## src/psdl_pkg.sv

```systemverilog
package psdl_pkg;

  // ************************************************
  // Bus geometry
  // ************************************************
  localparam int ADDR_W = 8;
  localparam int DATA_W = 32;

  // ************************************************
  // Register offsets (byte addresses)
  // ************************************************
  localparam logic [7:0] OFF_P2_BASIC  = 8'h00;
  localparam logic [7:0] OFF_P2_ADV    = 8'h04;
  localparam logic [7:0] OFF_P2_MODES  = 8'h08;
  localparam logic [7:0] OFF_P2_FC     = 8'h0c;
  localparam logic [7:0] OFF_HOST_FC   = 8'h10;
  localparam logic [7:0] OFF_VPHY_SPEC = 8'h14;
  localparam logic [7:0] OFF_LOAD      = 8'h18;
  localparam logic [7:0] OFF_FC_STAT   = 8'h1c;

  // ************************************************
  // Field positions
  // ************************************************
  localparam int BASIC_SPEED_BIT  = 13;
  localparam int BASIC_AN_BIT     = 12;
  localparam int BASIC_DUPLEX_BIT = 8;
  localparam int ADV_10HD_BIT     = 5;
  localparam int ADV_10FD_BIT     = 6;
  localparam int ADV_PAUSE_BIT    = 10;
  localparam int MODE_LSB         = 0;
  localparam int VPHY_HEARTBEAT_OFF_BIT_BIT  = 0;
  localparam int LOAD_RELOAD_BIT  = 31;
  localparam int LOAD_BUSY_BIT    = 31;
  localparam int STRAP_W          = 10;

  // ************************************************
  // Operating-selection codes
  // ************************************************
  localparam logic [2:0] MODE_10HD  = 3'h0;
  localparam logic [2:0] MODE_10FD  = 3'h1;
  localparam logic [2:0] MODE_100HD = 3'h2;
  localparam logic [2:0] MODE_100FD = 3'h3;
  localparam logic [2:0] MODE_ALL   = 3'h7;

  // ************************************************
  // Carriers
  // ************************************************
  typedef struct packed {
    logic speed100;
    logic duplexFull;
    logic autoneg;
    logic p2Backpress;
    logic p2Pause;
    logic p2Manual;
    logic hostBackpress;
    logic hostPause;
    logic hostManual;
    logic heartbeatOff;
  } psdl_strap_t;

  typedef struct packed {
    logic manual;
    logic backpress;
    logic txPause;
    logic rxPause;
  } psdl_fc_t;

  typedef struct packed {
    logic       speed100;
    logic       duplexFull;
    logic       anEnable;
    logic [2:0] mode;
    logic       adv10Fd;
    logic       adv10Hd;
    logic       advPause;
    logic       heartbeatOff;
  } psdl_phy_cfg_t;

  typedef enum logic [1:0] {
    ST_SAMPLE = 2'b00,
    ST_APPLY  = 2'b01,
    ST_RUN    = 2'b11
  } psdl_state_t;

  // ************************************************
  // Reset values
  // ************************************************
  localparam psdl_strap_t STRAP_RESET = psdl_strap_t'(10'h3ec);
  localparam psdl_fc_t    FC_RESET    = psdl_fc_t'(4'h0);

  // ************************************************
  // Shared helpers
  // ************************************************
  function automatic psdl_fc_t fcDefault(input logic bp, input logic pause,
                                         input logic man);
    fcDefault = '{manual: man, backpress: bp, txPause: pause, rxPause: pause};
  endfunction

  function automatic logic pauseEffective(input logic man, input logic bit_en,
                                          input logic anRes);
    pauseEffective = man ? bit_en : anRes;
  endfunction

endpackage

```

## src/psdl_strap_capture.sv

```systemverilog
`timescale 1ns/1ps
module psdl_strap_capture (
  // Clock and reset
  input  wire logic                  clk,
  input  wire logic                  reset_n,
  // Strap sources
  input  wire psdl_pkg::psdl_strap_t strapPins,
  input  wire logic                  loadReq,
  input  wire psdl_pkg::psdl_strap_t loadStraps,
  // Results
  output logic                       applyPulse,
  output psdl_pkg::psdl_strap_t      straps,
  output logic                       busy
);
  import psdl_pkg::*;

  psdl_state_t state_reg;
  psdl_state_t state_next;
  psdl_strap_t straps_next;
  logic        apply_next;
  logic        busy_next;

  // ************************************************
  // Sequencer
  // ************************************************
  always_comb begin
    state_next  = state_reg;
    straps_next = straps;
    apply_next  = 1'b0;
    busy_next   = 1'b1;
    case (state_reg)
      ST_SAMPLE: begin
        // Pins caught after release, never under reset
        straps_next = strapPins;
        state_next  = ST_APPLY;
      end
      ST_APPLY: begin
        apply_next = 1'b1;
        busy_next  = 1'b0;
        state_next = ST_RUN;
      end
      default: begin
        busy_next = 1'b0;
        if (loadReq) begin
          // Loaded values replace pin values
          straps_next = loadStraps;
          busy_next   = 1'b1;
          state_next  = ST_APPLY;
        end
      end
    endcase
  end

  always_ff @(posedge clk or negedge reset_n) begin
    if (!reset_n) begin
      state_reg  <= ST_SAMPLE;
      straps     <= STRAP_RESET;
      applyPulse <= 1'b0;
      busy       <= 1'b1;
    end else begin
      state_reg  <= state_next;
      straps     <= straps_next;
      applyPulse <= apply_next;
      busy       <= busy_next;
    end
  end

endmodule // psdl_strap_capture

```

## src/psdl_pause_resolve.sv

```systemverilog
`timescale 1ns/1ps
module psdl_pause_resolve (
  // Clock and reset
  input  wire logic               clk,
  input  wire logic               reset_n,
  // Settings and negotiated result
  input  wire psdl_pkg::psdl_fc_t fc,
  input  wire logic               anTxPause,
  input  wire logic               anRxPause,
  // Effective enables
  output logic                    txPauseEn,
  output logic                    rxPauseEn,
  output logic                    backpressEn
);
  import psdl_pkg::*;

  logic txNext;
  logic rxNext;
  logic bpNext;

  always_comb begin
    // Pause enable bits only count under manual select; backpress always counts
    txNext = pauseEffective(fc.manual, fc.txPause, anTxPause);
    rxNext = pauseEffective(fc.manual, fc.rxPause, anRxPause);
    bpNext = fc.backpress;
  end

  always_ff @(posedge clk or negedge reset_n) begin
    if (!reset_n) begin
      txPauseEn   <= 1'b0;
      rxPauseEn   <= 1'b0;
      backpressEn <= 1'b0;
    end else begin
      txPauseEn   <= txNext;
      rxPauseEn   <= rxNext;
      backpressEn <= bpNext;
    end
  end

endmodule // psdl_pause_resolve

```

## src/psdl_top.sv

```systemverilog
// The placing of the registers and the APB interface to the registers are this design's own decisions.
`timescale 1ns/1ps
module psdl_top (
  // Clock and reset
  input  wire logic                    clk,
  input  wire logic                    reset_n,
  // APB slave
  input  wire logic                    psel,
  input  wire logic                    penable,
  input  wire logic                    pwrite,
  input  wire logic [7:0]              paddr,
  input  wire logic [31:0]             pwdata,
  output logic      [31:0]             prdata,
  output logic                         pready,
  output logic                         pslverr,
  // Strap sources
  input  wire psdl_pkg::psdl_strap_t   strapPins,
  input  wire logic                    eeLoadValid,
  input  wire psdl_pkg::psdl_strap_t   eeLoadStraps,
  // Negotiated pause results
  input  wire logic                    p2AnTxPause,
  input  wire logic                    p2AnRxPause,
  input  wire logic                    hostAnTxPause,
  input  wire logic                    hostAnRxPause,
  // Configuration out
  output psdl_pkg::psdl_phy_cfg_t      phyCfg,
  output psdl_pkg::psdl_fc_t           p2FcCfg,
  output psdl_pkg::psdl_fc_t           hostFcCfg,
  output logic                         strapBusy,
  // Effective flow control
  output logic                         p2TxPauseEn,
  output logic                         p2RxPauseEn,
  output logic                         p2BackpressEn,
  output logic                         hostTxPauseEn,
  output logic                         hostRxPauseEn,
  output logic                         hostBackpressEn
);
  import psdl_pkg::*;

  // ************************************************
  // Declarations
  // ************************************************
  psdl_strap_t   straps;
  logic          applyPulse;
  logic          loadReq;
  psdl_strap_t   loadStraps;
  psdl_phy_cfg_t phyCfg_next;
  psdl_fc_t      p2Fc_next;
  psdl_fc_t      hostFc_next;
  psdl_strap_t   swStraps_reg;
  psdl_strap_t   swStraps_next;
  logic          swLoad_reg;
  logic          swLoad_next;
  logic [31:0]   prdata_next;
  logic          pready_next;
  logic          pslverr_next;
  logic          setupPhase;
  logic          wrAccess;
  logic          hitBasic;
  logic          hitAdv;
  logic          hitModes;
  logic          hitP2Fc;
  logic          hitHostFc;
  logic          hitVphy;
  logic          hitLoad;
  logic          hitStat;
  logic          mapped;

  // ************************************************
  // Default derivation
  // ************************************************
  function automatic psdl_phy_cfg_t cfgDefault(input psdl_strap_t s);
    psdl_phy_cfg_t c;
    c              = '0;
    c.speed100     = s.speed100;
    c.duplexFull   = s.duplexFull;
    c.anEnable     = s.autoneg;
    // Forced 10BASE-T advertises 10HD, plus 10FD at full duplex; forced 100 advertises neither
    c.adv10Hd      = s.autoneg | ~s.speed100;
    c.adv10Fd      = s.autoneg | (~s.speed100 & s.duplexFull);
    if (s.autoneg) begin
      c.mode = MODE_ALL;
    end else if (s.speed100) begin
      c.mode = s.duplexFull ? MODE_100FD : MODE_100HD;
    end else begin
      c.mode = s.duplexFull ? MODE_10FD : MODE_10HD;
    end
    // Host manual strap has no advertisement effect
    c.advPause     = ~s.p2Manual;
    c.heartbeatOff = s.heartbeatOff;
    cfgDefault     = c;
  endfunction

  // ************************************************
  // Strap capture and loader
  // ************************************************
  // External loader wins over a software load in the same cycle
  always_comb begin
    loadReq    = eeLoadValid | swLoad_reg;
    loadStraps = eeLoadValid ? eeLoadStraps : swStraps_reg;
  end

  // Loader requests during a capture are dropped, not queued
  psdl_strap_capture u_capture (
    .clk        (clk),
    .reset_n    (reset_n),
    .strapPins  (strapPins),
    .loadReq    (loadReq),
    .loadStraps (loadStraps),
    .applyPulse (applyPulse),
    .straps     (straps),
    .busy       (strapBusy)
  );

  // ************************************************
  // Address decode
  // ************************************************
  always_comb begin
    hitBasic  = 1'b0;
    hitAdv    = 1'b0;
    hitModes  = 1'b0;
    hitP2Fc   = 1'b0;
    hitHostFc = 1'b0;
    hitVphy   = 1'b0;
    hitLoad   = 1'b0;
    hitStat   = 1'b0;
    if (paddr == OFF_P2_BASIC) begin
      hitBasic = 1'b1;
    end else if (paddr == OFF_P2_ADV) begin
      hitAdv = 1'b1;
    end else if (paddr == OFF_P2_MODES) begin
      hitModes = 1'b1;
    end else if (paddr == OFF_P2_FC) begin
      hitP2Fc = 1'b1;
    end else if (paddr == OFF_HOST_FC) begin
      hitHostFc = 1'b1;
    end else if (paddr == OFF_VPHY_SPEC) begin
      hitVphy = 1'b1;
    end else if (paddr == OFF_LOAD) begin
      hitLoad = 1'b1;
    end else if (paddr == OFF_FC_STAT) begin
      hitStat = 1'b1;
    end
    // Unmapped offsets answer with an error and read zero
    mapped = hitBasic | hitAdv | hitModes | hitP2Fc | hitHostFc
           | hitVphy | hitLoad | hitStat;
  end

  // ************************************************
  // APB answer
  // ************************************************
  // Answer prepared in setup so every access ends in one cycle
  // Reads show the configuration as it stood in the setup cycle
  always_comb begin
    setupPhase   = psel & ~penable;
    // Write data taken only at the edge that ends the access
    wrAccess     = psel & penable & pready & pwrite & ~pslverr;
    pready_next  = setupPhase;
    pslverr_next = setupPhase & ~mapped;
    prdata_next  = '0;
    if (setupPhase & ~pwrite) begin
      if (hitBasic) begin
        prdata_next[BASIC_SPEED_BIT]  = phyCfg.speed100;
        prdata_next[BASIC_AN_BIT]     = phyCfg.anEnable;
        prdata_next[BASIC_DUPLEX_BIT] = phyCfg.duplexFull;
      end else if (hitAdv) begin
        prdata_next[ADV_10HD_BIT]  = phyCfg.adv10Hd;
        prdata_next[ADV_10FD_BIT]  = phyCfg.adv10Fd;
        prdata_next[ADV_PAUSE_BIT] = phyCfg.advPause;
      end else if (hitModes) begin
        prdata_next[MODE_LSB +: 3] = phyCfg.mode;
      end else if (hitP2Fc) begin
        prdata_next[3:0] = p2FcCfg;
      end else if (hitHostFc) begin
        prdata_next[3:0] = hostFcCfg;
      end else if (hitVphy) begin
        prdata_next[VPHY_HEARTBEAT_OFF_BIT_BIT] = phyCfg.heartbeatOff;
      end else if (hitLoad) begin
        prdata_next[STRAP_W-1:0]   = straps;
        prdata_next[LOAD_BUSY_BIT] = strapBusy;
      end else if (hitStat) begin
        prdata_next[5:0] = {hostBackpressEn, hostTxPauseEn, hostRxPauseEn,
                            p2BackpressEn, p2TxPauseEn, p2RxPauseEn};
      end
    end
  end

  // ************************************************
  // APB answer registers
  // ************************************************
  always_ff @(posedge clk or negedge reset_n) begin
    if (!reset_n) begin
      prdata  <= '0;
      pready  <= 1'b0;
      pslverr <= 1'b0;
    end else begin
      prdata  <= prdata_next;
      pready  <= pready_next;
      pslverr <= pslverr_next;
    end
  end

  // ************************************************
  // Configuration registers
  // ************************************************
  // A default apply in the same cycle as a write wins: it is a reload
  always_comb begin
    phyCfg_next   = phyCfg;
    p2Fc_next     = p2FcCfg;
    hostFc_next   = hostFcCfg;
    swStraps_next = swStraps_reg;
    swLoad_next   = 1'b0;
    if (applyPulse) begin
      phyCfg_next = cfgDefault(straps);
      p2Fc_next   = fcDefault(straps.p2Backpress, straps.p2Pause,
                              straps.p2Manual);
      hostFc_next = fcDefault(straps.hostBackpress, straps.hostPause,
                              straps.hostManual);
    end else if (wrAccess) begin
      // Software writes after reset override the defaults
      // Status word is read-only, so writes there change nothing
      if (hitBasic) begin
        phyCfg_next.speed100   = pwdata[BASIC_SPEED_BIT];
        phyCfg_next.anEnable   = pwdata[BASIC_AN_BIT];
        phyCfg_next.duplexFull = pwdata[BASIC_DUPLEX_BIT];
      end else if (hitAdv) begin
        phyCfg_next.adv10Hd  = pwdata[ADV_10HD_BIT];
        phyCfg_next.adv10Fd  = pwdata[ADV_10FD_BIT];
        phyCfg_next.advPause = pwdata[ADV_PAUSE_BIT];
      end else if (hitModes) begin
        phyCfg_next.mode = pwdata[MODE_LSB +: 3];
      end else if (hitP2Fc) begin
        p2Fc_next = psdl_fc_t'(pwdata[3:0]);
      end else if (hitHostFc) begin
        hostFc_next = psdl_fc_t'(pwdata[3:0]);
      end else if (hitVphy) begin
        phyCfg_next.heartbeatOff = pwdata[VPHY_HEARTBEAT_OFF_BIT_BIT];
      end
    end
    if (wrAccess & hitLoad) begin
      swStraps_next = psdl_strap_t'(pwdata[STRAP_W-1:0]);
      swLoad_next   = pwdata[LOAD_RELOAD_BIT];
    end
  end

  always_ff @(posedge clk or negedge reset_n) begin
    if (!reset_n) begin
      phyCfg       <= '0;
      p2FcCfg      <= FC_RESET;
      hostFcCfg    <= FC_RESET;
      swStraps_reg <= STRAP_RESET;
      swLoad_reg   <= 1'b0;
    end else begin
      phyCfg       <= phyCfg_next;
      p2FcCfg      <= p2Fc_next;
      hostFcCfg    <= hostFc_next;
      swStraps_reg <= swStraps_next;
      swLoad_reg   <= swLoad_next;
    end
  end

  // ************************************************
  // Flow control resolution
  // ************************************************
  // Effective enables trail the configuration by one clock
  psdl_pause_resolve u_p2_resolve (
    .clk         (clk),
    .reset_n     (reset_n),
    .fc          (p2FcCfg),
    .anTxPause   (p2AnTxPause),
    .anRxPause   (p2AnRxPause),
    .txPauseEn   (p2TxPauseEn),
    .rxPauseEn   (p2RxPauseEn),
    .backpressEn (p2BackpressEn)
  );

  psdl_pause_resolve u_host_resolve (
    .clk         (clk),
    .reset_n     (reset_n),
    .fc          (hostFcCfg),
    .anTxPause   (hostAnTxPause),
    .anRxPause   (hostAnRxPause),
    .txPauseEn   (hostTxPauseEn),
    .rxPauseEn   (hostRxPauseEn),
    .backpressEn (hostBackpressEn)
  );

endmodule // psdl_top

```

## config.mk

```make
export PLATFORM = sky130hd
export DESIGN_NAME = psdl_top
export DESIGN_NICKNAME = d
export VERILOG_FILES = /design/src/psdl_pkg.sv /design/src/psdl_strap_capture.sv /design/src/psdl_pause_resolve.sv /design/src/psdl_top.sv
export SDC_FILE = /design/constraint.sdc
export NUM_CORES = 1
export LEC_CHECK = 0
export BUFFER_PORTS_ARGS = -buffer_cell sky130_fd_sc_hd__buf_2
export CAP_MARGIN = 20
export CORE_AREA = 2 2 81 102
export DETAILED_ROUTE_END_ITERATION = 12
export DIE_AREA = 0 0 83 104
export PLACE_DENSITY = 0.74
export SLEW_MARGIN = 20
export SYNTH_ARGS = -nofsm -noshare
export SYNTH_HDL_FRONTEND = slang
export SYNTH_SLANG_ARGS = --single-unit
```

## constraint.sdc

```tcl
create_clock -name clk -period 1.6 [get_ports clk]
set_input_delay 0 -clock clk [delete_from_list [all_inputs] [get_ports clk]]
set_output_delay 0 -clock clk [all_outputs]
set_load 0.02 [all_outputs]
```

==> summary.md <==
| Metric | Value |
|---|---|
| Synth async-reset ratio | `100%` |
| Multiplexer share of the synthesized area | `11.1%` |
| Slowest CP cell | `dfrtp_1` |
| Top cells by area, synth | `dfrtp_1, dfstp_2, mux2i_1` |
| RSZ-0062 raised after global routing | `true` |
| Gp weighted congestion | `0.927` |
| Largest family of logic cells by synthesized area | `simple AND/OR/NAND/NOR gates` |
| PwrDens | `1370 nW/um2` |
| Layout Cells excl Fill | `557` |
| WHS Path Cells | `5` |
| Worst Path Max Fanout | `11` |
| Tcrit/Tclk final | `98.5%` |
| Die width | `83 um` |
| Slew Viols, Final | `0` |
| # diodes | `0` |
| # fillers | `703` |
| DP HPWL | `6340 um` |
| Biggest register | `prdata` |
| CP top delay family | `simple AND/OR/NAND/NOR gates` |
| Post-synth EDFFs | `0` |
| Root Driver | `clkbuf_8` |
| I/O pin cnt | `129` |
| Final worst slack | `0.0233 ns` |
| Initial Util | `42.5%` |
| Drt wl/cell | `15.3 um` |
| Hold_ws | `0.0639 ns` |
| Buf+Inv Stages, Crit Path | `1` |
| WP depth | `4` |
| Minimum clock period | `1.58 ns` |
| Nets@finish | `527` |
| Syn Inst Count | `318` |
| Int Pwr | `3.75 mW` |
| Placed cells | `508` |
| Final setup vio count | `0` |
| CP endpoint kind | `register` |
| DR vias | `2876` |
| Startpoint types | `register` |
| Leading register cell type out of synthesis | `dfrtp_1` |
| Worst reg2reg path depth | `4` |
| Worst-Skew Late Latency | `0.35 ns` |
| Clock power frac | `23.3%` |
| Fmax | `0.634 GHz` |
| Sink Count | `65` |
| Fin. Hold Viols | `0` |
| Largest net degree at the start of global routing | `47` |
| Die height | `104 um` |
| Slew headroom | `59.9%` |
| NetSw | `2.30 mW` |
| Xor/xnor share of the synthesized area | `0%` |
| CTS tree | `yes` |
| Vias in the first global route | `2787` |
| Initial antenna violation count | `0` |
| Max FFs per register | `14` |
| Critical Path RT | `1.83 ns` |
| Worst clock skew | `0.00604 ns` |
| Synthesized area | `3270 um2` |
| Placement Setup Slack | `-0.00458 ns` |
| Max_cap viols | `0` |
| Clock tree buffer depth | `2` |
| Post-synth top area share | `38.2%` |
| Total CTS buffers | `9` |
| P_leak | `2.18 nW` |
| Drt drc | `0` |
| Worst setup path category | `reg -> reg` |
| Synth Area in Simple Gates | `18.7%` |
| Final ANT Viol Nets | `0` |
| Library cells used by synthesis | `48` |
| Critical path arrival | `1.80 ns` |
| Clk slew on worst S/H paths | `0.07 ns` |
| Peak supply drop | `897 uV` |
| Post-Route WL | `8510 um` |
| CP max stage delay | `0.38 ns` |
| Initial DRC Count | `224` |
| Yosys warns | `0` |
| DRT Pass-1 Iters | `5` |
| Adder-cell share of the synthesized area | `0%` |
| Placed Area | `3880 um2` |
| Yosys top cell by area | `dfrtp_1` |
| Overall Power | `6.05 mW` |
| Switching Fraction | `38.1%` |
| GRT Util Overall | `19.9%` |
| DR vias/cell | `5.16` |
| First-pass GRT wire length | `13600 um` |
| Share of layout cells above drive strength 1 | `34.8%` |
| Core Footprint | `7700 um2` |
| Seq pwr share | `43.0%` |
| Worst-path cell chain | `and4b_2 > and3_1 > buf_12 > mux2_1` |
| Hold Crit Class | `in -> reg` |
| Port buffer count | `92` |
| Comb power frac | `33.7%` |
| Status | `completed` |
| Row cnt | `36` |
| Area Growth Syn to Fin | `35.1%` |
| Syn_area_per_cell | `10.3 um2` |
| #FFs+latches synth | `65` |
| Worst Tran Pin Value | `0.601 ns` |
| Die area | `8630 um2` |
| GRT overflow | `0` |
| Register area share after synthesis | `50.2%` |
| H-tree levels | `3` |
| Design area | `4420 um2` |
| Complex-gate fraction of the synthesized area | `12.4%` |
[layout make-up]
| class | count | area, um2 | area share [%] |
|---|---|---|---|
| clock buffer | 11 | 141 | 3.20 |
| inverter | 7 | 26.3 | 0.594 |
| multi-input combinational | 228 | 1460 | 33.1 |
| timing repair buffer | 146 | 972 | 22.0 |
| tap | 95 | 119 | 2.69 |
| clock inverter | 5 | 55.1 | 1.24 |
| sequential | 65 | 1650 | 37.2 |
[power by group through the flow]
stage               sequential, mW  combinational, mW  clock [mW]
floorplan                     2.86              0.975           0
global placement              2.61               1.92           0
detailed placement            2.62               1.97           0
CTS                           2.59               2.03        1.43
global route                  2.66               2.22        1.48
finish                        2.60               2.04        1.41
[repair_timing]
item / CTS / global route
endpoints found under the hold margin: 51 / 0
resized for setup: 0 / 4
endpoints found under the setup margin: 1 / 12
cloned: 0 / 0
hold buffers: 31 / 0
pin swaps: 1 / 2
buffers inserted: 1 / 1
[per-stage QoR]
| stage | TNS [ns] | util [%] |
|---|---|---|
| 3_3_place_gp | 0 | 50.4 |
| 2_1_floorplan | 0 | - |
| 5_1_grt | -0.131 | 57.4 |
| 6_report | 0 | 57.4 |
| 3_5_place_dp | -0.00458 | 50.4 |
| 4_1_cts | 0 | 57.1 |
[logic make-up (layout without fill, tap and decap cells)]
group	count (synthesis)	in the layout
AND/OR/NAND/NOR	113	113
flip-flops	65	65
AO/OA/AOI/OAI	64	64
buffers and inverters	42	169
multiplexers	33	33
other	1	18
[synthesized netlist by cell type, types with 2 or more instances]
cell type  number
a21oi_1        16
and2_1          9
a22oi_1         5
nand4b_1        2
nand3_1         4
nor4b_1         2
buf_2           2
nor3_1         13
nor3b_1         3
nand4_1         5
dfstp_2        15
a41oi_1         4
a211oi_1        4
inv_1           7
o21ai_0        23
nand2b_1        3
mux2_1         10
buf_6           2
nor2b_1         5
mux2i_1        16
a311o_1         2
nor2_1         15
nand3b_1        2
buf_4          18
mux2_2          6
clkbuf_1       13
and3_1          5
or2_2           2
nand2_1        36
dfrtp_1        50
a221oi_1        2
[worst register-to-register path, delay by kind of cell, from the launching register on]
family,cells,cell delay (ns)
buffers and inverters,1,0.16
DFF,1,0.38
muxes,1,0.34
and+or+nand+nor,2,0.58
[layout by cell type (no fill, tap or decap), types with 2 or more instances in the layout]
| cell type | instances |
|---|---|
| a311o_1 | 2 |
| nor2b_1 | 5 |
| dfstp_2 | 15 |
| clkinv_2 | 2 |
| buf_4 | 20 |
| nand3_1 | 4 |
| mux2_1 | 10 |
| a221oi_2 | 2 |
| nand4_1 | 5 |
| dfrtp_1 | 50 |
| conb_1 | 18 |
| dlygate4sd3_1 | 31 |
| a41oi_1 | 4 |
| nand4b_1 | 2 |
| clkbuf_8 | 10 |
| mux2_2 | 6 |
| nand2_1 | 36 |
| nor3b_1 | 3 |
| a22oi_1 | 5 |
| mux2i_1 | 16 |
| and2_1 | 9 |
| a211oi_1 | 4 |
| nor3_1 | 13 |
| or2_2 | 2 |
| buf_2 | 92 |
| clkinvlp_4 | 2 |
| nand2b_1 | 3 |
| and3_1 | 5 |
| o21ai_0 | 23 |
| nand3b_1 | 2 |
| a21oi_1 | 16 |
| inv_1 | 7 |
| nor2_1 | 15 |
| buf_12 | 2 |
| nor4b_1 | 2 |
[final timing paths]
check / slack, ns / from / end
worst max-delay path: 0.02 / pslverr$_DFF_PN0_ / swStraps_reg[4]$_DFFE_PN0P_
worst min-delay path: 0.06 / eeLoadStraps[8] / u_capture.straps[8]$_DFFE_PN1P_
worst max register to register: 0.02 / pslverr$_DFF_PN0_ / swStraps_reg[4]$_DFFE_PN0P_
worst min register to register: 0.46 / hostFcCfg[2]$_DFFE_PN0P_ / u_host_resolve.backpressEn$_DFF_PN0_
max in group asynchronous: 0.78 / reset_n / u_capture.straps[6]$_DFFE_PN1P_
min in group asynchronous: 0.15 / reset_n / prdata[3]$_DFF_PN0_
[layer usage]
metal | part of all wire [%] | vias to the layer above | wire (um) | GRT usage (%)
met5 | 0 | - | 0 | 0
met4 | 1.7 | 0 | 141 | 8.78
met3 | 6.9 | 12 | 585 | 4.68
met2 | 51 | 112 | 4300 | 33.4
met1 | 41 | 1375 | 3480 | 24.4
li1 | - | 1377 | - | -
Power figures use the tool's default switching activity.
